[src/pwsd_pkg.sv]
package pwsd_pkg;
    localparam int          DATA_W        = 8;
    localparam logic [7:0]  ADR_CTRL      = 8'h00;
    localparam logic [7:0]  ADR_SHDN      = 8'h04;
    localparam logic [7:0]  ADR_CFG       = 8'h08;
    localparam logic [7:0]  ADR_PERIOD    = 8'h0c;
    localparam logic [7:0]  ADR_DUTY      = 8'h10;
    localparam logic [7:0]  ADR_IRQ_STAT  = 8'h14;
    localparam logic [7:0]  ADR_IRQ_MASK  = 8'h18;
    localparam logic [7:0]  ADR_STATE     = 8'h1c;
    localparam logic [7:0]  CTRL_RESET    = 8'h00;
    localparam logic [7:0]  SHDN_RESET    = 8'h00;
    localparam logic [7:0]  CFG_RESET     = 8'h00;
    localparam logic [7:0]  PERIOD_RESET  = 8'hff;
    localparam logic [7:0]  DUTY_RESET    = 8'h00;
    localparam int          CTRL_RESTART  = 7;
    localparam int          SHDN_FLAG     = 7;
    localparam int          CFG_PWM_EN    = 0;
    localparam int          CFG_HALF      = 1;
    localparam int          CFG_PIN_LSB   = 4;
    localparam int          IRQ_SHUT      = 0;
    localparam int          IRQ_RESTART   = 1;
    localparam int          SRC_CMP1      = 0;
    localparam int          SRC_CMP2      = 1;
    localparam int          SRC_PIN       = 2;
    localparam int          PSS_TRI       = 1;
    localparam int          DB_W          = 7;
    localparam real         CLK_NS        = 10.0;
    localparam real         TCY_NS        = 40.0;
    localparam int          TCY_CLKS      = int'(TCY_NS / CLK_NS);
    localparam logic [1:0]  TCY_LAST      = 2'(TCY_CLKS - 1);
endpackage : pwsd_pkg

[src/pwsd_core.sv]
`timescale 1ns/1ps
module pwsd_core (
    input  wire logic        clk_i,
    input  wire logic        rst_i,
    input  wire logic        wb_cyc_i,
    input  wire logic        wb_stb_i,
    input  wire logic        wb_we_i,
    input  wire logic [7:0]  wb_adr_i,
    input  wire logic [3:0]  wb_sel_i,
    input  wire logic [31:0] wb_dat_i,
    output logic      [31:0] wb_dat_o,
    output logic             wb_ack_o,
    output logic             irq_o,
    input  wire logic        shutdown_pin_n_i,
    input  wire logic        comparator_one_i,
    input  wire logic        comparator_two_i,
    output logic             output_a_o,
    output logic             output_a_oe_o,
    output logic             output_b_o,
    output logic             output_b_oe_o,
    output logic             output_c_o,
    output logic             output_c_oe_o,
    output logic             output_d_o,
    output logic             output_d_oe_o
);
    import pwsd_pkg::*;

    logic [7:0]  ctrl;
    logic [7:0]  shdn;
    logic [7:0]  cfg;
    logic [7:0]  period;
    logic [7:0]  duty;
    logic [1:0]  irq_stat;
    logic [1:0]  irq_mask;
    logic [2:0]  sync1;
    logic [2:0]  sync2;
    logic [1:0]  tcy_cnt;
    logic [7:0]  pwm_cnt;
    logic        running;
    logic        db_a;
    logic        db_b;
    logic        req;
    logic        wr;
    logic        cond;
    logic        tick;
    logic        period_start;
    logic        flag;
    logic        wr_shdn;
    logic        ev_shut;
    logic        ev_restart;
    logic        shut;
    logic        raw;
    logic [DB_W-1:0] db_count;

    // Decode on the word address; the two byte-lane bits are ignored.
    function automatic logic hit(input logic [7:0] adr,
                                 input logic [7:0] reg_adr);
        return adr[7:2] == reg_adr[7:2];
    endfunction : hit

    // Returns {oe, level}: pins outside the pin enable are released.
    function automatic logic [1:0] pin_next(input logic en, input logic sd,
                                           input logic [1:0] pss,
                                           input logic lvl);
        if (!en) begin
            return 2'b00;
        end else if (sd) begin
            return pss[PSS_TRI] ? 2'b00 : {1'b1, pss[0]};
        end else begin
            return {1'b1, lvl};
        end
    endfunction : pin_next

    assign req     = wb_cyc_i && wb_stb_i && !wb_ack_o;
    assign wr      = req && wb_we_i && wb_sel_i[0];
    assign wr_shdn = wr && hit(wb_adr_i, ADR_SHDN);
    assign flag    = shdn[SHDN_FLAG];

    // External levels cross into this clock through two flops each.
    always_ff @(posedge clk_i) begin
        if (rst_i) begin
            sync1 <= 3'h7;
            sync2 <= 3'h7;
        end else begin
            sync1 <= {!shutdown_pin_n_i, comparator_two_i, comparator_one_i};
            sync2 <= sync1;
        end
    end

    // The source level is used, not an edge, so a held fault stays shut.
    assign cond = |(sync2 & shdn[6:4]);

    assign tick         = tcy_cnt == TCY_LAST;
    assign period_start = tick && pwm_cnt == period;
    assign raw          = running && pwm_cnt < duty;
    assign db_count     = cfg[CFG_HALF] ? ctrl[DB_W-1:0] : '0;
    assign shut         = flag || cond;
    assign ev_shut      = !flag && (cond || (wr_shdn && wb_dat_i[SHDN_FLAG]));
    assign ev_restart   = period_start && !running && !shut && cfg[CFG_PWM_EN];

    always_ff @(posedge clk_i) begin
        if (rst_i) begin
            tcy_cnt <= '0;
            pwm_cnt <= '0;
        end else begin
            tcy_cnt <= tick ? '0 : tcy_cnt + 1'b1;
            if (!cfg[CFG_PWM_EN] || period_start) begin
                pwm_cnt <= '0;
            end else if (tick) begin
                pwm_cnt <= pwm_cnt + 1'b1;
            end
        end
    end

    // A restart waits for the period boundary so the first pulse is whole.
    always_ff @(posedge clk_i) begin
        if (rst_i || shut || !cfg[CFG_PWM_EN]) begin
            running <= 1'b0;
        end else if (period_start) begin
            running <= 1'b1;
        end
    end

    always_ff @(posedge clk_i) begin
        if (rst_i) begin
            ctrl   <= CTRL_RESET;
            cfg    <= CFG_RESET;
            period <= PERIOD_RESET;
            duty   <= DUTY_RESET;
        end else if (wr) begin
            if (hit(wb_adr_i, ADR_CTRL)) begin
                ctrl <= wb_dat_i[7:0];
            end
            if (hit(wb_adr_i, ADR_CFG)) begin
                cfg <= wb_dat_i[7:0];
            end
            if (hit(wb_adr_i, ADR_PERIOD)) begin
                period <= wb_dat_i[7:0];
            end
            if (hit(wb_adr_i, ADR_DUTY)) begin
                duty <= wb_dat_i[7:0];
            end
        end
    end

    // The live condition wins over any write, so the flag cannot be cleared
    // while the fault stands.
    always_ff @(posedge clk_i) begin
        if (rst_i) begin
            shdn <= SHDN_RESET;
        end else begin
            if (wr_shdn) begin
                shdn[6:0] <= wb_dat_i[6:0];
            end
            if (cond) begin
                shdn[SHDN_FLAG] <= 1'b1;
            end else if (wr_shdn) begin
                shdn[SHDN_FLAG] <= wb_dat_i[SHDN_FLAG];
            end else if (ctrl[CTRL_RESTART]) begin
                shdn[SHDN_FLAG] <= 1'b0;
            end
        end
    end

    // A set in the same cycle as a clear wins, so no event is lost.
    always_ff @(posedge clk_i) begin
        if (rst_i) begin
            irq_stat <= '0;
            irq_mask <= '0;
            irq_o    <= 1'b0;
        end else begin
            if (wr && hit(wb_adr_i, ADR_IRQ_MASK)) begin
                irq_mask <= wb_dat_i[1:0];
            end
            for (int i = 0; i < 2; i++) begin
                if (wr && hit(wb_adr_i, ADR_IRQ_STAT) && wb_dat_i[i]) begin
                    irq_stat[i] <= 1'b0;
                end
            end
            if (ev_shut) begin
                irq_stat[IRQ_SHUT] <= 1'b1;
            end
            if (ev_restart) begin
                irq_stat[IRQ_RESTART] <= 1'b1;
            end
            irq_o <= |(irq_stat & irq_mask);
        end
    end

    // Ack is registered, so every access costs exactly one wait state.
    always_ff @(posedge clk_i) begin
        if (rst_i) begin
            wb_ack_o <= 1'b0;
            wb_dat_o <= '0;
        end else begin
            wb_ack_o <= req;
            wb_dat_o <= '0;
            if (req && !wb_we_i) begin
                unique case (1'b1)
                    hit(wb_adr_i, ADR_CTRL):     wb_dat_o[7:0] <= ctrl;
                    hit(wb_adr_i, ADR_SHDN):     wb_dat_o[7:0] <= shdn;
                    hit(wb_adr_i, ADR_CFG):      wb_dat_o[7:0] <= cfg;
                    hit(wb_adr_i, ADR_PERIOD):   wb_dat_o[7:0] <= period;
                    hit(wb_adr_i, ADR_DUTY):     wb_dat_o[7:0] <= duty;
                    hit(wb_adr_i, ADR_IRQ_STAT): wb_dat_o[1:0] <= irq_stat;
                    hit(wb_adr_i, ADR_IRQ_MASK): wb_dat_o[1:0] <= irq_mask;
                    hit(wb_adr_i, ADR_STATE):    wb_dat_o[1:0] <= {cond, running};
                    default:                     wb_dat_o      <= '0;
                endcase
            end
        end
    end

    // Each leg waits its own dead band, so neither switch turns on early.
    pwsd_deadband u_db_a (
        .clk_i   (clk_i),
        .rst_i   (rst_i),
        .tick_i  (tick),
        .in_i    (raw),
        .count_i (db_count),
        .out_o   (db_a)
    );

    pwsd_deadband u_db_b (
        .clk_i   (clk_i),
        .rst_i   (rst_i),
        .tick_i  (tick),
        .in_i    (running && !raw),
        .count_i (db_count),
        .out_o   (db_b)
    );

    // The forced state is one clock behind the fault: pins come from flops.
    always_ff @(posedge clk_i) begin
        if (rst_i) begin
            {output_a_oe_o, output_a_o} <= 2'b00;
            {output_b_oe_o, output_b_o} <= 2'b00;
            {output_c_oe_o, output_c_o} <= 2'b00;
            {output_d_oe_o, output_d_o} <= 2'b00;
        end else begin
            {output_a_oe_o, output_a_o} <=
                pin_next(cfg[CFG_PIN_LSB], shut, shdn[3:2], db_a);
            {output_b_oe_o, output_b_o} <=
                pin_next(cfg[CFG_PIN_LSB+1], shut, shdn[1:0], db_b);
            {output_c_oe_o, output_c_o} <=
                pin_next(cfg[CFG_PIN_LSB+2], shut, shdn[3:2], db_a);
            {output_d_oe_o, output_d_o} <=
                pin_next(cfg[CFG_PIN_LSB+3], shut, shdn[1:0], db_b);
        end
    end

    logic pair_ac_ok;
    assign pair_ac_ok = shdn[3] ? !output_a_oe_o
                      : (output_a_o == shdn[2] || !cfg[CFG_PIN_LSB]);
endmodule : pwsd_core

[src/pwsd_deadband.sv]
`timescale 1ns/1ps
module pwsd_deadband (
    input  wire logic                     clk_i,
    input  wire logic                     rst_i,
    input  wire logic                     tick_i,
    input  wire logic                     in_i,
    input  wire logic [pwsd_pkg::DB_W-1:0] count_i,
    output logic                          out_o
);
    import pwsd_pkg::*;

    logic [DB_W-1:0] cnt;

    // Only the inactive-to-active edge waits; the active-to-inactive edge
    // follows at once so the other switch is never held on late.
    always_ff @(posedge clk_i) begin
        if (rst_i || !in_i) begin
            out_o <= 1'b0;
            cnt   <= '0;
        end else if (!out_o) begin
            // A count lowered in mid-wait still releases the edge.
            if (cnt >= count_i) begin
                out_o <= 1'b1;
            end else if (tick_i) begin
                cnt <= cnt + 1'b1;
            end
        end
    end
endmodule : pwsd_deadband

[config.mk]
export PLATFORM = sky130hd
export DESIGN_NAME = pwsd_core
export DESIGN_NICKNAME = d
export VERILOG_FILES = /design/src/pwsd_pkg.sv /design/src/pwsd_core.sv /design/src/pwsd_deadband.sv
export SDC_FILE = /design/constraint.sdc
export NUM_CORES = 1
export LEC_CHECK = 0
export BUFFER_PORTS_ARGS = -buffer_cell sky130_fd_sc_hd__buf_4
export CORE_MARGIN = 10
export CORE_UTILIZATION = 41
export CTS_BUF_LIST = sky130_fd_sc_hd__clkbuf_8
export CTS_CLUSTER_SIZE = 40
export DETAILED_ROUTE_END_ITERATION = 8
export PLACE_DENSITY = 0.72
export SKIP_LAST_GASP = 1
export SLEW_MARGIN = 5
export SYNTH_ARGS = -nofsm -noshare
export SYNTH_HDL_FRONTEND = slang
export SYNTH_HIERARCHICAL = 1
export SYNTH_SLANG_ARGS = --single-unit
[constraint.sdc]
create_clock -name clk_i -period 2.3 [get_ports clk_i]
set_input_delay 0.345 -clock clk_i [delete_from_list [all_inputs] [get_ports clk_i]]
set_output_delay 0.345 -clock clk_i [all_outputs]
set_load 0.05 [all_outputs]
==> summary.txt <==
Synth
  • Most used DFF post-synth: dfxtp_1
  • Yosys cell types: 59
  • Syn_area_per_cell: 9.56 µm²
  • Top cell type's share of synthesized area: 39.8%
  • Gate count after technology mapping: 500
  • Leading area contributor after synthesis: dfxtp_1
  • Post-synth EDFFs: 0
  • Synthesized cell area: 0.00478 mm²
  • Async SR Flop Fraction: 0%
  • Ys Warns: 6
  • Seq/Total Area, Yosys: 39.8%
  • Synth top area cells: dfxtp_1 40%, mux2i_1 7.7%, ha_1 6.5%, nor2_1 6.0%, mux4_2 4.2%
  • Synth Register Bits: 95

Routing
  • Detailed-route via count: 3653
  • TritonRoute pass-1 iters: 4
  • Vias per cell: 5.21
  • Initial DRC Count: 189
  • Final ANT Viol Nets: 0
  • Drt total wl: 11400 µm
  • Mean routed wirelength per cell: 16.2 µm
  • Drc violations: 0

Timing
  • Period utilisation layout: 94.8%
  • # setup viols final: 0
  • Layout Skew: 14.2 ps
  • Setup WS post-layout: 121 ps
  • Max Slew Vio Count: 0
  • Worst-Margin Slew: 582 ps
  • Relative slew slack: 60.7%
  • Final Hold Slack: 136 ps
  • Unrepaired setup endpoints after global routing: no
  • Fin crit period: 2180 ps
  • Final hold vios: 0
  • Max frequency: 459 MHz
  • Final setup TNS: 0 ps

Power and ir drop
  • Worst VDD drop: 0.238 mV
  • Total Power: 2.92 mW
  • Power Dens Cells: 537 mW/mm²
  • Pleak: 2.04 nW

Floorplan
  • # rows: 39
  • Ports: 94
  • CORE AREA: 0.0114 mm²
  • Die area: 0.0164 mm²
  • Die Height: 128 µm
  • Initial core utilization: 41.9%
  • Die Wd: 128 µm

Setup path
  • Most common cell on crit path: a211oi_2
  • Reg-to-reg critical path startpoint: ctrl[6]
  • CP bufs+invs: 1
  • Crit. End Element: register
  • Max incr delay on CP: 370 ps
  • R2R setup slack: 120 ps
  • Startpoint Class: register
  • Crit path cell chain: and2_1 -> inv_1 -> ha_1 -> a211oi_2 -> o211ai_2 -> a211oi_2 -> nand3_1 -> mux2_1
  • Crit path kind: reg -> reg
  • Crit-path max FO: 5
  • CP top delay family: compound AO/OA/AOI/OAI gates
  • CP max stage cell: dfxtp_1
  • Critical path required time: 2570 ps
  • Crit path DAT: 2450 ps
  • CP Launch Point: ctrl[6]

Finish
  • # diodes: 0
  • Final instance area: 0.00544 mm²
  • Layout cell share with drive strength beyond 1: 19.2%
  • Final Util: 47.6%
  • Area Overhead vs Synth: 13.7%
  • Multi-input gate area: 0.00263 mm²
  • Fin nets: 630
  • Sequential Area: 0.00190 mm²
  • Post-Layout Cell Count: 701
  • Fill cells: 1054

Placement
  • Final Wtd Congestion: 0.851
  • HPWL after detailed placement: 8610 µm
  • Port Buf Inserts: 40
  • Placed instance area: 0.00522 mm²
  • Placed insts: 683
  • Pre-CTS setup slack: 57.8 ps

CTS
  • CTS H-tree depth: 3
  • CTS tree: built
  • Root buf cell: clkbuf_8
  • Clock Tree Buf Depth: 2
  • Clock sinks: 95
  • Clock transition at path regs: 90 ps
  • Worst-Skew Late Latency: 370 ps
  • Num CTS Buffers: 9

Worst hold path
  • Worst Hold Class: in -> reg
  • Hold_sp: shutdown_pin_n_i

GRT
  • Initial antenna violation count: 0
  • First-pass GRT wire length: 18400 µm
  • Global route total overflow: 0
  • Total Routing Usage GR: 13.8%
  • Vias in the first global route: 3661
  • Largest net degree at the start of global routing: 49

Run status
  • Outcome: finished, final reports clean

Run
  • Max-cap violations: 0
==> layer usage <==
layer  global-route usage (%)  share of wire, %  up-vias
met5                        0                 0        -
met4                     4.11               1.6        0
met3                     3.39               6.1       15
met2                     23.9                49       91
met1                     16.4                43     1747
li1                         -                 -     1800
==> kinds of logic after synthesis <==
family | Yosys count | share of synthesized area [%]
DFF | 95 | 39.8
and+or+nand+nor | 177 | 20.0
muxes | 48 | 12.5
other | 1 | 0.0784
adders and majority gates | 25 | 6.54
xor gates and xnor gates | 21 | 3.85
buffers and inverters | 66 | 7.28
AOI/OAI and AO/OA | 67 | 9.97
==> layout by cell type (no fill, tap or decap), types with 24 or more instances in the layout <==
cell	n
conb_1	24
a21oi_1	24
inv_1	28
ha_1	25
buf_4	58
mux2i_1	37
dfxtp_1	94
nor2_1	77
==> synth_stat cells (all sizes together) (3+ instances only) <==
| cell | instances |
|---|---|
| mux4 | 9 |
| and3 | 3 |
| a21o | 3 |
| a211oi | 7 |
| inv | 26 |
| xnor2 | 16 |
| mux2i | 37 |
| xor2 | 5 |
| buf | 30 |
| and2 | 7 |
| nand2 | 16 |
| clkbuf | 10 |
| dfxtp | 95 |
| a21oi | 24 |
| nand2b | 16 |
| nor2b | 7 |
| nand4 | 5 |
| or2 | 6 |
| nor4 | 8 |
| o21ai | 10 |
| nand3b | 7 |
| ha | 25 |
| nor2 | 77 |
| nand3 | 5 |
| a22oi | 7 |
| nor3 | 11 |
==> power breakdown <==
part / total [mW] / internal, mW / leakage, nW / switching (mW)
registers: 1.66 / 1.65 / 0.768 / 0.00454
clock network: 1.02 / 0.419 / 0.0953 / 0.598
logic: 0.243 / 0.0656 / 1.17 / 0.177
total: 2.92 / 2.14 / 2.04 / 0.779
==> registers in the layout (all words and copies together), names as in the netlist, 3 cells and up <==
signal      cells
ctrl            8
duty            8
cfg             8
period          8
pwm_cnt         8
sync2           3
wb_dat_o        8
shdn            8
sync1           3
u_db_a/cnt      7
u_db_b/cnt      7
==> path summary, 6_finish.rpt <==
path	end	cells past startpoint
setup / recovery	u_db_a/cnt[6]	8
hold / removal	sync1[2]	2
setup reg to reg	u_db_a/cnt[6]	8
hold reg to reg	sync2[2]	1
==> area by class of cell <==
| class | count | area share, % |
|---|---|---|
| Multi-Input combinational cell | 362 | 48.3 |
| Sequential cell | 95 | 35.0 |
| Timing Repair Buffer | 59 | 8.38 |
| Tap cell | 143 | 3.29 |
| Clock buffer | 10 | 2.53 |
| Inverter | 26 | 1.80 |
| Clock inverter | 6 | 0.690 |
==> worst reg2reg max path: stages, from the launching register on <==
cell and delay (ps):
dfxtp_1 370, and2_1 170, inv_1 50, ha_1 310, a211oi_2 280, o211ai_2 220, a211oi_2 240, nand3_1 120
mux2_1 310
==> repair_timing <==
item                                    in CTS  in global routing
buffers inserted                             0                  2
hold buffers                                 0                  0
endpoints found under the setup margin       0                  7
endpoints found under the hold margin        0                  0
gates resized for setup                      0                  3
No activity file was read; power rests on OpenSTA's default activity.
